$ cat src/common/aer_regs_pkg.sv
// Register map, field layout and carrier types for the error severity and correctable status bank
package aer_regs_pkg;

	// ----------------------------------------
	// Register offsets in extended config space
	// ----------------------------------------
	localparam logic [11:0] SEVERITY_OFFSET = 12'h10C;
	localparam logic [11:0] COR_STATUS_OFFSET = 12'h110;

	// ----------------------------------------
	// Severity register layout
	// ----------------------------------------
	localparam int UNSUPPORTED_REQUEST_SEV = 20;
	localparam int END_TO_END_CRC_SEV = 19;
	localparam int MALFORMED_PACKET_SEV = 18;
	localparam int RECEIVER_OVERFLOW_SEV = 17;
	localparam int UNEXPECTED_COMPLETION_SEV = 16;
	localparam int COMPLETER_ABORT_SEV = 15;
	localparam int COMPLETION_TIMEOUT_SEV = 14;
	localparam int FLOW_CONTROL_SEV = 13;
	localparam int POISONED_PACKET_SEV = 12;
	localparam int LINK_PROTOCOL_SEV = 4;
	localparam logic [31:0] SEV_RW_MASK = 32'h001FF010;
	localparam logic [31:0] SEV_RO_ONES = 32'h00000021;
	localparam logic [31:0] SEV_RESET = 32'h00062011;

	// ----------------------------------------
	// Correctable status layout
	// ----------------------------------------
	localparam int ADVISORY_NONFATAL_FLAG = 13;
	localparam int REPLAY_TIMER_EXPIRED_FLAG = 12;
	localparam int REPLAY_ROLLOVER_FLAG = 8;
	localparam int LINK_PACKET_DECODE_FLAG = 7;
	localparam int TRANSACTION_PACKET_DECODE_FLAG = 6;
	localparam int RECEIVER_ERROR_FLAG = 0;
	localparam logic [31:0] COR_W1C_MASK = 32'h000031C1;
	localparam logic [31:0] COR_RESET = 32'h00000000;

	// ----------------------------------------
	// Carrier types
	// ----------------------------------------
	typedef struct packed {
		logic valid;
		logic write;
		logic [11:0] addr;
		logic [3:0] byte_en;
		logic [31:0] wdata;
	} cfg_req_t;

	typedef struct packed {
		logic ack;
		logic [31:0] rdata;
	} cfg_rsp_t;

	typedef struct packed {
		logic advisory_nonfatal;
		logic replay_timer_expired;
		logic replay_rollover;
		logic link_packet_decode;
		logic transaction_packet_decode;
		logic receiver_error;
	} cor_detect_t;

endpackage

$ cat src/design/fundamental_reset_gen.sv
// Fundamental reset generator: asserts at once, releases synchronously
`timescale 1ns/100ps
module fundamental_reset_gen (
	// Clock
	input wire logic clk_in,
	// Reset pins, outside the clock domain
	input wire logic pcie_reset_n_in,
	input wire logic global_reset_n_in,
	// Combined reset
	output logic fundamental_reset_n_out
);

	logic pins_n;
	logic release_q1;

	// Either pin asserts the fundamental reset without waiting for a clock
	assign pins_n = pcie_reset_n_in & global_reset_n_in;

	// Two stages so release never lands near a clock edge
	always_ff @(posedge clk_in or negedge pins_n) begin
		if (!pins_n) begin
			release_q1 <= 1'b0;
			fundamental_reset_n_out <= 1'b0;
		end else begin
			release_q1 <= 1'b1;
			fundamental_reset_n_out <= release_q1;
		end
	end

endmodule

$ cat src/design/aer_severity_status.sv
// Uncorrectable severity and correctable status registers with message steering
`timescale 1ns/100ps
module aer_severity_status (
	// Clock and resets
	input wire logic clk_in,
	input wire logic rst_b_in,
	input wire logic pcie_reset_n_in,
	input wire logic global_reset_n_in,
	// Configuration access
	input wire aer_regs_pkg::cfg_req_t cfg_req_in,
	output aer_regs_pkg::cfg_rsp_t cfg_rsp_out,
	// Error detection from the link and transaction logic
	input wire logic [31:0] unc_detect_in,
	input wire logic [31:0] unc_mask_in,
	input wire aer_regs_pkg::cor_detect_t cor_detect_in,
	input wire logic [31:0] cor_mask_in,
	// Message requests and register views
	output logic fatal_msg_out,
	output logic nonfatal_msg_out,
	output logic cor_msg_out,
	output logic [31:0] severity_out,
	output logic [31:0] cor_status_out,
	output logic fundamental_reset_n_out
);

	// ----------------------------------------
	// Helpers
	// ----------------------------------------
	function automatic logic [31:0] lane_mask(input logic [3:0] be);
		lane_mask = {{8{be[3]}}, {8{be[2]}}, {8{be[1]}}, {8{be[0]}}};
	endfunction

	function automatic logic hit(input logic [11:0] addr, input logic [11:0] offset);
		hit = (addr[11:2] == offset[11:2]);
	endfunction

	// ----------------------------------------
	// Fundamental reset
	// ----------------------------------------
	logic fundamental_reset_n;

	fundamental_reset_gen u_fundamental_reset (
		.clk_in(clk_in),
		.pcie_reset_n_in(pcie_reset_n_in),
		.global_reset_n_in(global_reset_n_in),
		.fundamental_reset_n_out(fundamental_reset_n)
	);

	always_ff @(posedge clk_in or negedge rst_b_in) begin
		if (!rst_b_in) begin
			fundamental_reset_n_out <= 1'b0;
		end else begin
			fundamental_reset_n_out <= fundamental_reset_n;
		end
	end

	// ----------------------------------------
	// Access decode
	// ----------------------------------------
	logic sev_write;
	logic cor_write;
	logic [31:0] wr_lanes;
	logic [31:0] cor_clear;
	logic [31:0] cor_set;
	logic [31:0] cor_raw;
	logic [31:0] next_cor_status;
	logic [31:0] sev_read;

	assign wr_lanes = lane_mask(cfg_req_in.byte_en);
	assign sev_write = cfg_req_in.valid & cfg_req_in.write &
		hit(cfg_req_in.addr, aer_regs_pkg::SEVERITY_OFFSET);
	assign cor_write = cfg_req_in.valid & cfg_req_in.write &
		hit(cfg_req_in.addr, aer_regs_pkg::COR_STATUS_OFFSET);

	// ----------------------------------------
	// Severity register
	// ----------------------------------------
	logic [31:0] severity;

	// Footnoted bits only see the fundamental reset
	always_ff @(posedge clk_in or negedge fundamental_reset_n) begin
		if (!fundamental_reset_n) begin
			severity <= aer_regs_pkg::SEV_RESET & aer_regs_pkg::SEV_RW_MASK;
		end else if (sev_write) begin
			// Reserved positions never stored
			severity <= (severity & ~(wr_lanes & aer_regs_pkg::SEV_RW_MASK)) |
				(cfg_req_in.wdata & wr_lanes & aer_regs_pkg::SEV_RW_MASK);
		end
	end

	assign sev_read = severity | aer_regs_pkg::SEV_RO_ONES;

	// ----------------------------------------
	// Correctable status register
	// ----------------------------------------
	always_comb begin
		cor_raw = 32'h00000000;
		cor_raw[aer_regs_pkg::ADVISORY_NONFATAL_FLAG] = cor_detect_in.advisory_nonfatal;
		cor_raw[aer_regs_pkg::REPLAY_TIMER_EXPIRED_FLAG] =
			cor_detect_in.replay_timer_expired;
		cor_raw[aer_regs_pkg::REPLAY_ROLLOVER_FLAG] = cor_detect_in.replay_rollover;
		cor_raw[aer_regs_pkg::LINK_PACKET_DECODE_FLAG] = cor_detect_in.link_packet_decode;
		cor_raw[aer_regs_pkg::TRANSACTION_PACKET_DECODE_FLAG] =
			cor_detect_in.transaction_packet_decode;
		// Any decode error counts, whatever the packet type
		cor_raw[aer_regs_pkg::RECEIVER_ERROR_FLAG] = cor_detect_in.receiver_error |
			cor_detect_in.link_packet_decode |
			cor_detect_in.transaction_packet_decode;
	end

	assign cor_set = cor_raw & ~cor_mask_in & aer_regs_pkg::COR_W1C_MASK;
	assign cor_clear = cor_write ? (cfg_req_in.wdata & wr_lanes & aer_regs_pkg::COR_W1C_MASK) :
		32'h00000000;
	// Set after clear so a coincident event survives
	assign next_cor_status = (cor_status_out & ~cor_clear) | cor_set;

	// Sticky bits live in the fundamental reset domain
	logic [31:14] sticky_high;
	logic [12:0] sticky_low;
	logic advisory_status;

	always_ff @(posedge clk_in or negedge fundamental_reset_n) begin
		if (!fundamental_reset_n) begin
			sticky_high <= aer_regs_pkg::COR_RESET[31:14];
			sticky_low <= aer_regs_pkg::COR_RESET[12:0];
		end else begin
			sticky_high <= next_cor_status[31:14] &
				aer_regs_pkg::COR_W1C_MASK[31:14];
			sticky_low <= next_cor_status[12:0] & aer_regs_pkg::COR_W1C_MASK[12:0];
		end
	end

	// Advisory flag is not sticky, so only the ordinary reset clears it, not the fundamental reset
	always_ff @(posedge clk_in or negedge rst_b_in) begin
		if (!rst_b_in) begin
			advisory_status <= aer_regs_pkg::COR_RESET[13];
		end else begin
			advisory_status <= next_cor_status[13];
		end
	end

	// Two reset domains, one driver per flop group, one view for readers
	assign cor_status_out = {sticky_high, advisory_status, sticky_low};

	// ----------------------------------------
	// Message steering
	// ----------------------------------------
	logic [31:0] unc_live;

	assign unc_live = unc_detect_in & ~unc_mask_in & aer_regs_pkg::SEV_RW_MASK;

	always_ff @(posedge clk_in or negedge rst_b_in) begin
		if (!rst_b_in) begin
			fatal_msg_out <= 1'b0;
			nonfatal_msg_out <= 1'b0;
			cor_msg_out <= 1'b0;
			severity_out <= 32'h00000000;
		end else begin
			fatal_msg_out <= |(unc_live & severity);
			nonfatal_msg_out <= |(unc_live & ~severity);
			cor_msg_out <= |cor_set;
			severity_out <= sev_read;
		end
	end

	// ----------------------------------------
	// Configuration response
	// ----------------------------------------
	always_ff @(posedge clk_in or negedge rst_b_in) begin
		if (!rst_b_in) begin
			cfg_rsp_out <= '0;
		end else begin
			cfg_rsp_out.ack <= cfg_req_in.valid;
			if (cfg_req_in.valid && !cfg_req_in.write) begin
				if (hit(cfg_req_in.addr, aer_regs_pkg::SEVERITY_OFFSET)) begin
					cfg_rsp_out.rdata <= sev_read;
				end else if (hit(cfg_req_in.addr, aer_regs_pkg::COR_STATUS_OFFSET)) begin
					cfg_rsp_out.rdata <= cor_status_out;
				end else begin
					cfg_rsp_out.rdata <= 32'h00000000;
				end
			end else begin
				cfg_rsp_out.rdata <= 32'h00000000;
			end
		end
	end

	localparam int REPLAY_BIT = aer_regs_pkg::REPLAY_TIMER_EXPIRED_FLAG;
endmodule

$ cat config.mk
export PLATFORM = sky130hd
export DESIGN_NAME = aer_severity_status
export DESIGN_NICKNAME = d
export VERILOG_FILES = /design/src/common/aer_regs_pkg.sv /design/src/design/fundamental_reset_gen.sv /design/src/design/aer_severity_status.sv
export SDC_FILE = /design/constraint.sdc
export NUM_CORES = 1
export LEC_CHECK = 0
export BUFFER_PORTS_ARGS = -buffer_cell sky130_fd_sc_hd__clkbuf_2
export CAP_MARGIN = 20
export CORE_AREA = 5 5 98 100
export DETAILED_ROUTE_END_ITERATION = 7
export DIE_AREA = 0 0 103 105
export GPL_ROUTABILITY_DRIVEN = 1
export PLACE_DENSITY = 0.68
export SETUP_SLACK_MARGIN = 0.3
export SYNTH_ARGS = -nofsm -noshare
export SYNTH_HDL_FRONTEND = slang
export SYNTH_HIERARCHICAL = 1
export SYNTH_SLANG_ARGS = --single-unit
$ cat constraint.sdc
create_clock -name clk_in -period 1.75 [get_ports clk_in]
set_input_delay 0.35 -clock clk_in [delete_from_list [all_inputs] [get_ports clk_in]]
set_output_delay 0.35 -clock clk_in [all_outputs]
set_load 0.005 [all_outputs]
==> results by stage <==
Die:
- The initialized floorplan defines 34 standard-cell rows.
- The count of pins on the block boundary is 257.
- The height of the die is 105 microns.
- The full die area is 0.01082 sq mm.
- The starting utilization of the core area is 0.2896.
- The horizontal extent of the die is 103 microns.
- In this run the standard cell core region covers 0.008593 sq mm.

Drt:
- The number of nets with antenna violations after detailed routing is 0.
- Summing over every cut layer, the via total after detailed routing is 1886.
- The detailed router finished its first iteration with 26 violations.
- The number of DRC violations after detailed routing is 0.
- The per-cell via count in the routed design is 4.109.
- The detailed-router iteration count before antenna repair is 4.
- In the final routed layout, each cell accounts on average for 13.19 microns.
- Wires add up to 6.052 mm.

Synthesis:
- The number of synthesis warnings is 6.
- Of the synthesized area, sequential elements account for 0.4947.
- After synthesis the cells add up to 0.002489 sq mm.
- The flip-flop and latch count after synthesis is 49.
- The synthesized netlist contains 28 unique library cells.
- The share of synthesized area in the top cell type comes to 0.4525.
- The cell count after synthesis is 224.
- The average instance area after synthesis is 11.11 sq um.
- Of all cell types, the one taking the most synthesized area is dfrtp_1.
- Ranked by total cell area, the synthesized netlist is headed by dfrtp_1 (45%), buf_4 (20%), mux2_2 (4.5%).

Setup path:
- The end of the worst register-to-register path is nonfatal_msg_out$_DFF_PN0_.
- The largest single stage delay on the critical path is 0.62 ns.
- The timing endpoint of the critical path is advisory_status$_DFF_PN0_.
- For this design, the slowest cell found on the critical path is or4b_4.
- The worst-case register-to-register setup slack is 0.58 ns.
- Counting buffers and inverters, the worst setup path is 6 cells deep.
- Together, buffers and inverters on the worst path number 3.
- The worst reg-to-reg path cell count is 3.
- The type of the worst setup path is in -> reg.
- The most critical setup path has its startpoint at cfg_req_in[45].
- Walking the worst path, the cells encountered are buf_6, or4b_4, buf_6, nor4_4, buf_4, a31oi_1.
- STA puts the critical path data required time at 1.93 ns.
- STA classifies the critical path startpoint as a primary input.
- The maximum fanout count along the critical path is 5.
- The data arrival time of the critical path is 1.72 ns.
- The category of the worst setup path capture point is a register.
- Among the stages of the critical path, the cell type that occurs most often is buf_6.
- The kind of cell with the highest combined delay along the critical path is simple AND/OR/NAND/NOR gates.

Clocking:
- The total clock buffers created by CTS is 5.
- The clock passes through at most 2 buffers.
- TritonCTS built the clock tree.
- Clock tree synthesis selected as its root buffer the cell clkbuf_8.
- After clock tree synthesis, the clock-pin slew on the worst setup and hold paths is 0.09 ns.
- The later pin in the worst-skew pair is clocked with a latency of 0.29 ns.
- Clock tree synthesis found a total of 49 sinks.
- The H-tree depth is 2.

Finish:
- The finished layout holds 459 standard cells, fillers aside.
- The library cells used most frequently in the layout, excluding fill and tap cells, are clkbuf_2 (101), conb_1 (65), dfrtp_1 (45).
- The filler cells instantiated in the layout total 877.
- The final net count is 506.
- The library cell used most frequently in the layout, excluding fill and tap cells, is clkbuf_2.
- From synthesis to final layout, the design area changed by 31.88%.
- In the final layout, the share of cells above drive strength 1 is 0.4587.
- The number of antenna repair diodes is 0.

Timing:
- The maximum operating frequency is 650.3 MHz.
- The final hold violation count came to 0.
- After layout, the minimum clock period comes to 1.538 ns.
- Setup violations remaining at the end of the flow were counted as 0.
- Dividing the final minimum period by the clock period gives 0.8787.
- Across the routed clock network, the largest skew measured is 0.004444 ns.
- The number of max-slew violations in the final report is 0.
- The worst-case hold slack is 0.07166 ns.
- The final-layout setup total negative slack is 0 ns.
- Setup repair after global routing could not meet its margin everywhere.

Status:
- The run finished with clean final reports.

Power and ir drop:
- In this run the static leakage power is 1.738 nW.
- The total power density per cell area is 678.0 mW/mm^2.
- The final total power is 0.002225 W.
- The peak supply drop is 0.2438 mV.

Global route:
- The number of antenna violations at the first check in global routing is 0.
- The total global routing overflow is 0.
- The all-layer global routing usage is 0.1083.
- The via count of the first global-routing pass is 1948.
- The maximum number of pins on one net before global-route repair is 33.
- The wire length of the first global-routing pass is 9.335 mm.

Placed design:
- Including well taps, the total number of placed cells is 447.
- The HPWL after detailed placement is 4.972 mm.
- The congestion estimate from routability-driven global placement came to 0.7593.
- Port buffering added 102 buffers.

Min path:
- The class of the tightest hold or removal check is in -> async.

Run:
- Max-cap violations in this run came to 0.
==> layer usage <==
| layer | global-route usage | wire [microns] | up-vias |
|---|---|---|---|
| li1 | - | - | 883 |
| met1 | 0.1254 | 2186 | 890 |
| met2 | 0.1934 | 3164 | 104 |
| met3 | 0.02265 | 606 | 9 |
| met4 | 0.03793 | 95 | 0 |
| met5 | 0 | 0 | - |
==> synthesized netlist by cell type <==
cell      instances
conb_1            3
and3_1            3
nor2b_1           9
clkbuf_1          1
or2_2             2
nor4_1            6
mux2_2           10
a31oi_1           1
and3b_1           1
nand3b_1         11
or3_1             2
buf_4            65
a21oi_1           7
dfstp_2           4
buf_6             1
nor4_4            3
o41ai_1           1
nand4_1           4
or3b_2            1
nor3_1            2
dfrtp_1          45
nor3b_1          11
nand2b_1          2
nand3_1           9
nor2_1            7
or4b_1            1
nand2_1           3
and2_1            9
==> worst register-to-register path, stage by stage (launching register included) <==
cell and delay (ns):
dfstp_2 0.58, nor3b_1 0.06, nor4_1 0.31, nand3_1 0.11
==> worst min-delay path by stage <==
stage                                       endpoint  slack, ns  cells past startpoint                                             startpoint
after floorplan            advisory_status$_DFF_PN0_       0.05                      0                                               rst_b_in
after global placement    asynchronous set/reset pin       0.20                      1  u_fundamental_reset/fundamental_reset_n_out$_DFF_PN0_
after detailed placement  asynchronous set/reset pin       0.19                      1  u_fundamental_reset/fundamental_reset_n_out$_DFF_PN0_
after CTS                  severity_out[4]$_DFF_PN0_       0.07                      2                                               rst_b_in
after global routing      severity_out[12]$_DFF_PN0_       0.09                      2                                               rst_b_in
final                       cfg_rsp_out[8]$_DFF_PN0_       0.07                      2                                               rst_b_in
==> kinds of logic (layout without fill, tap and decap cells) <==
group,count (synthesis),in the layout,share of synthesized area
other,3,65,0.004525
flip-flops,49,49,0.4947
AO/OA/AOI/OAI,9,9,0.02011
buffers and inverters,67,132,0.2021
multiplexers,10,10,0.04525
AND/OR/NAND/NOR,86,86,0.2333
==> layout make-up <==
| cell class | count | area [sq um] | share of cell area |
|---|---|---|---|
| tap | 108 | 135.1 | 0.04117 |
| timing repair buffer | 124 | 698.2 | 0.2127 |
| clock inverter | 2 | 37.54 | 0.01144 |
| sequential | 49 | 1231 | 0.3751 |
| clock buffer | 6 | 82.58 | 0.02516 |
| multi-input combinational | 170 | 1097 | 0.3343 |
==> timing repair <==
item	in CTS	in global routing
pin swaps	6	1
hold endpoints to repair	2	0
endpoints found under the setup margin	24	27
hold buffers	2	0
gates cloned	0	0
resized for setup	21	3
setup buffers	1	1
==> stage by stage <==
| stage | setup WS (ns) | area, sq um | utilization |
|---|---|---|---|
| after detailed placement | -0.2790 | 3007 | 0.3499 |
| after global routing | 0.1782 | 3282 | 0.3819 |
| final | 0.2124 | 3282 | 0.3819 |
| after global placement | -0.2817 | 3007 | 0.3499 |
| after CTS | 0.2281 | 3256 | 0.3789 |
| after floorplan | -0.003313 | 2733 | - |
==> power breakdown <==
| part | total, W | internal (W) | switching (W) |
|---|---|---|---|
| Combinational | 0.000245 | 0.000108 | 0.000138 |
| Clock | 0.000833 | 0.000465 | 0.000368 |
| Sequential | 0.00115 | 0.00114 | 0.00000459 |
Power figures use the tool's default switching activity.
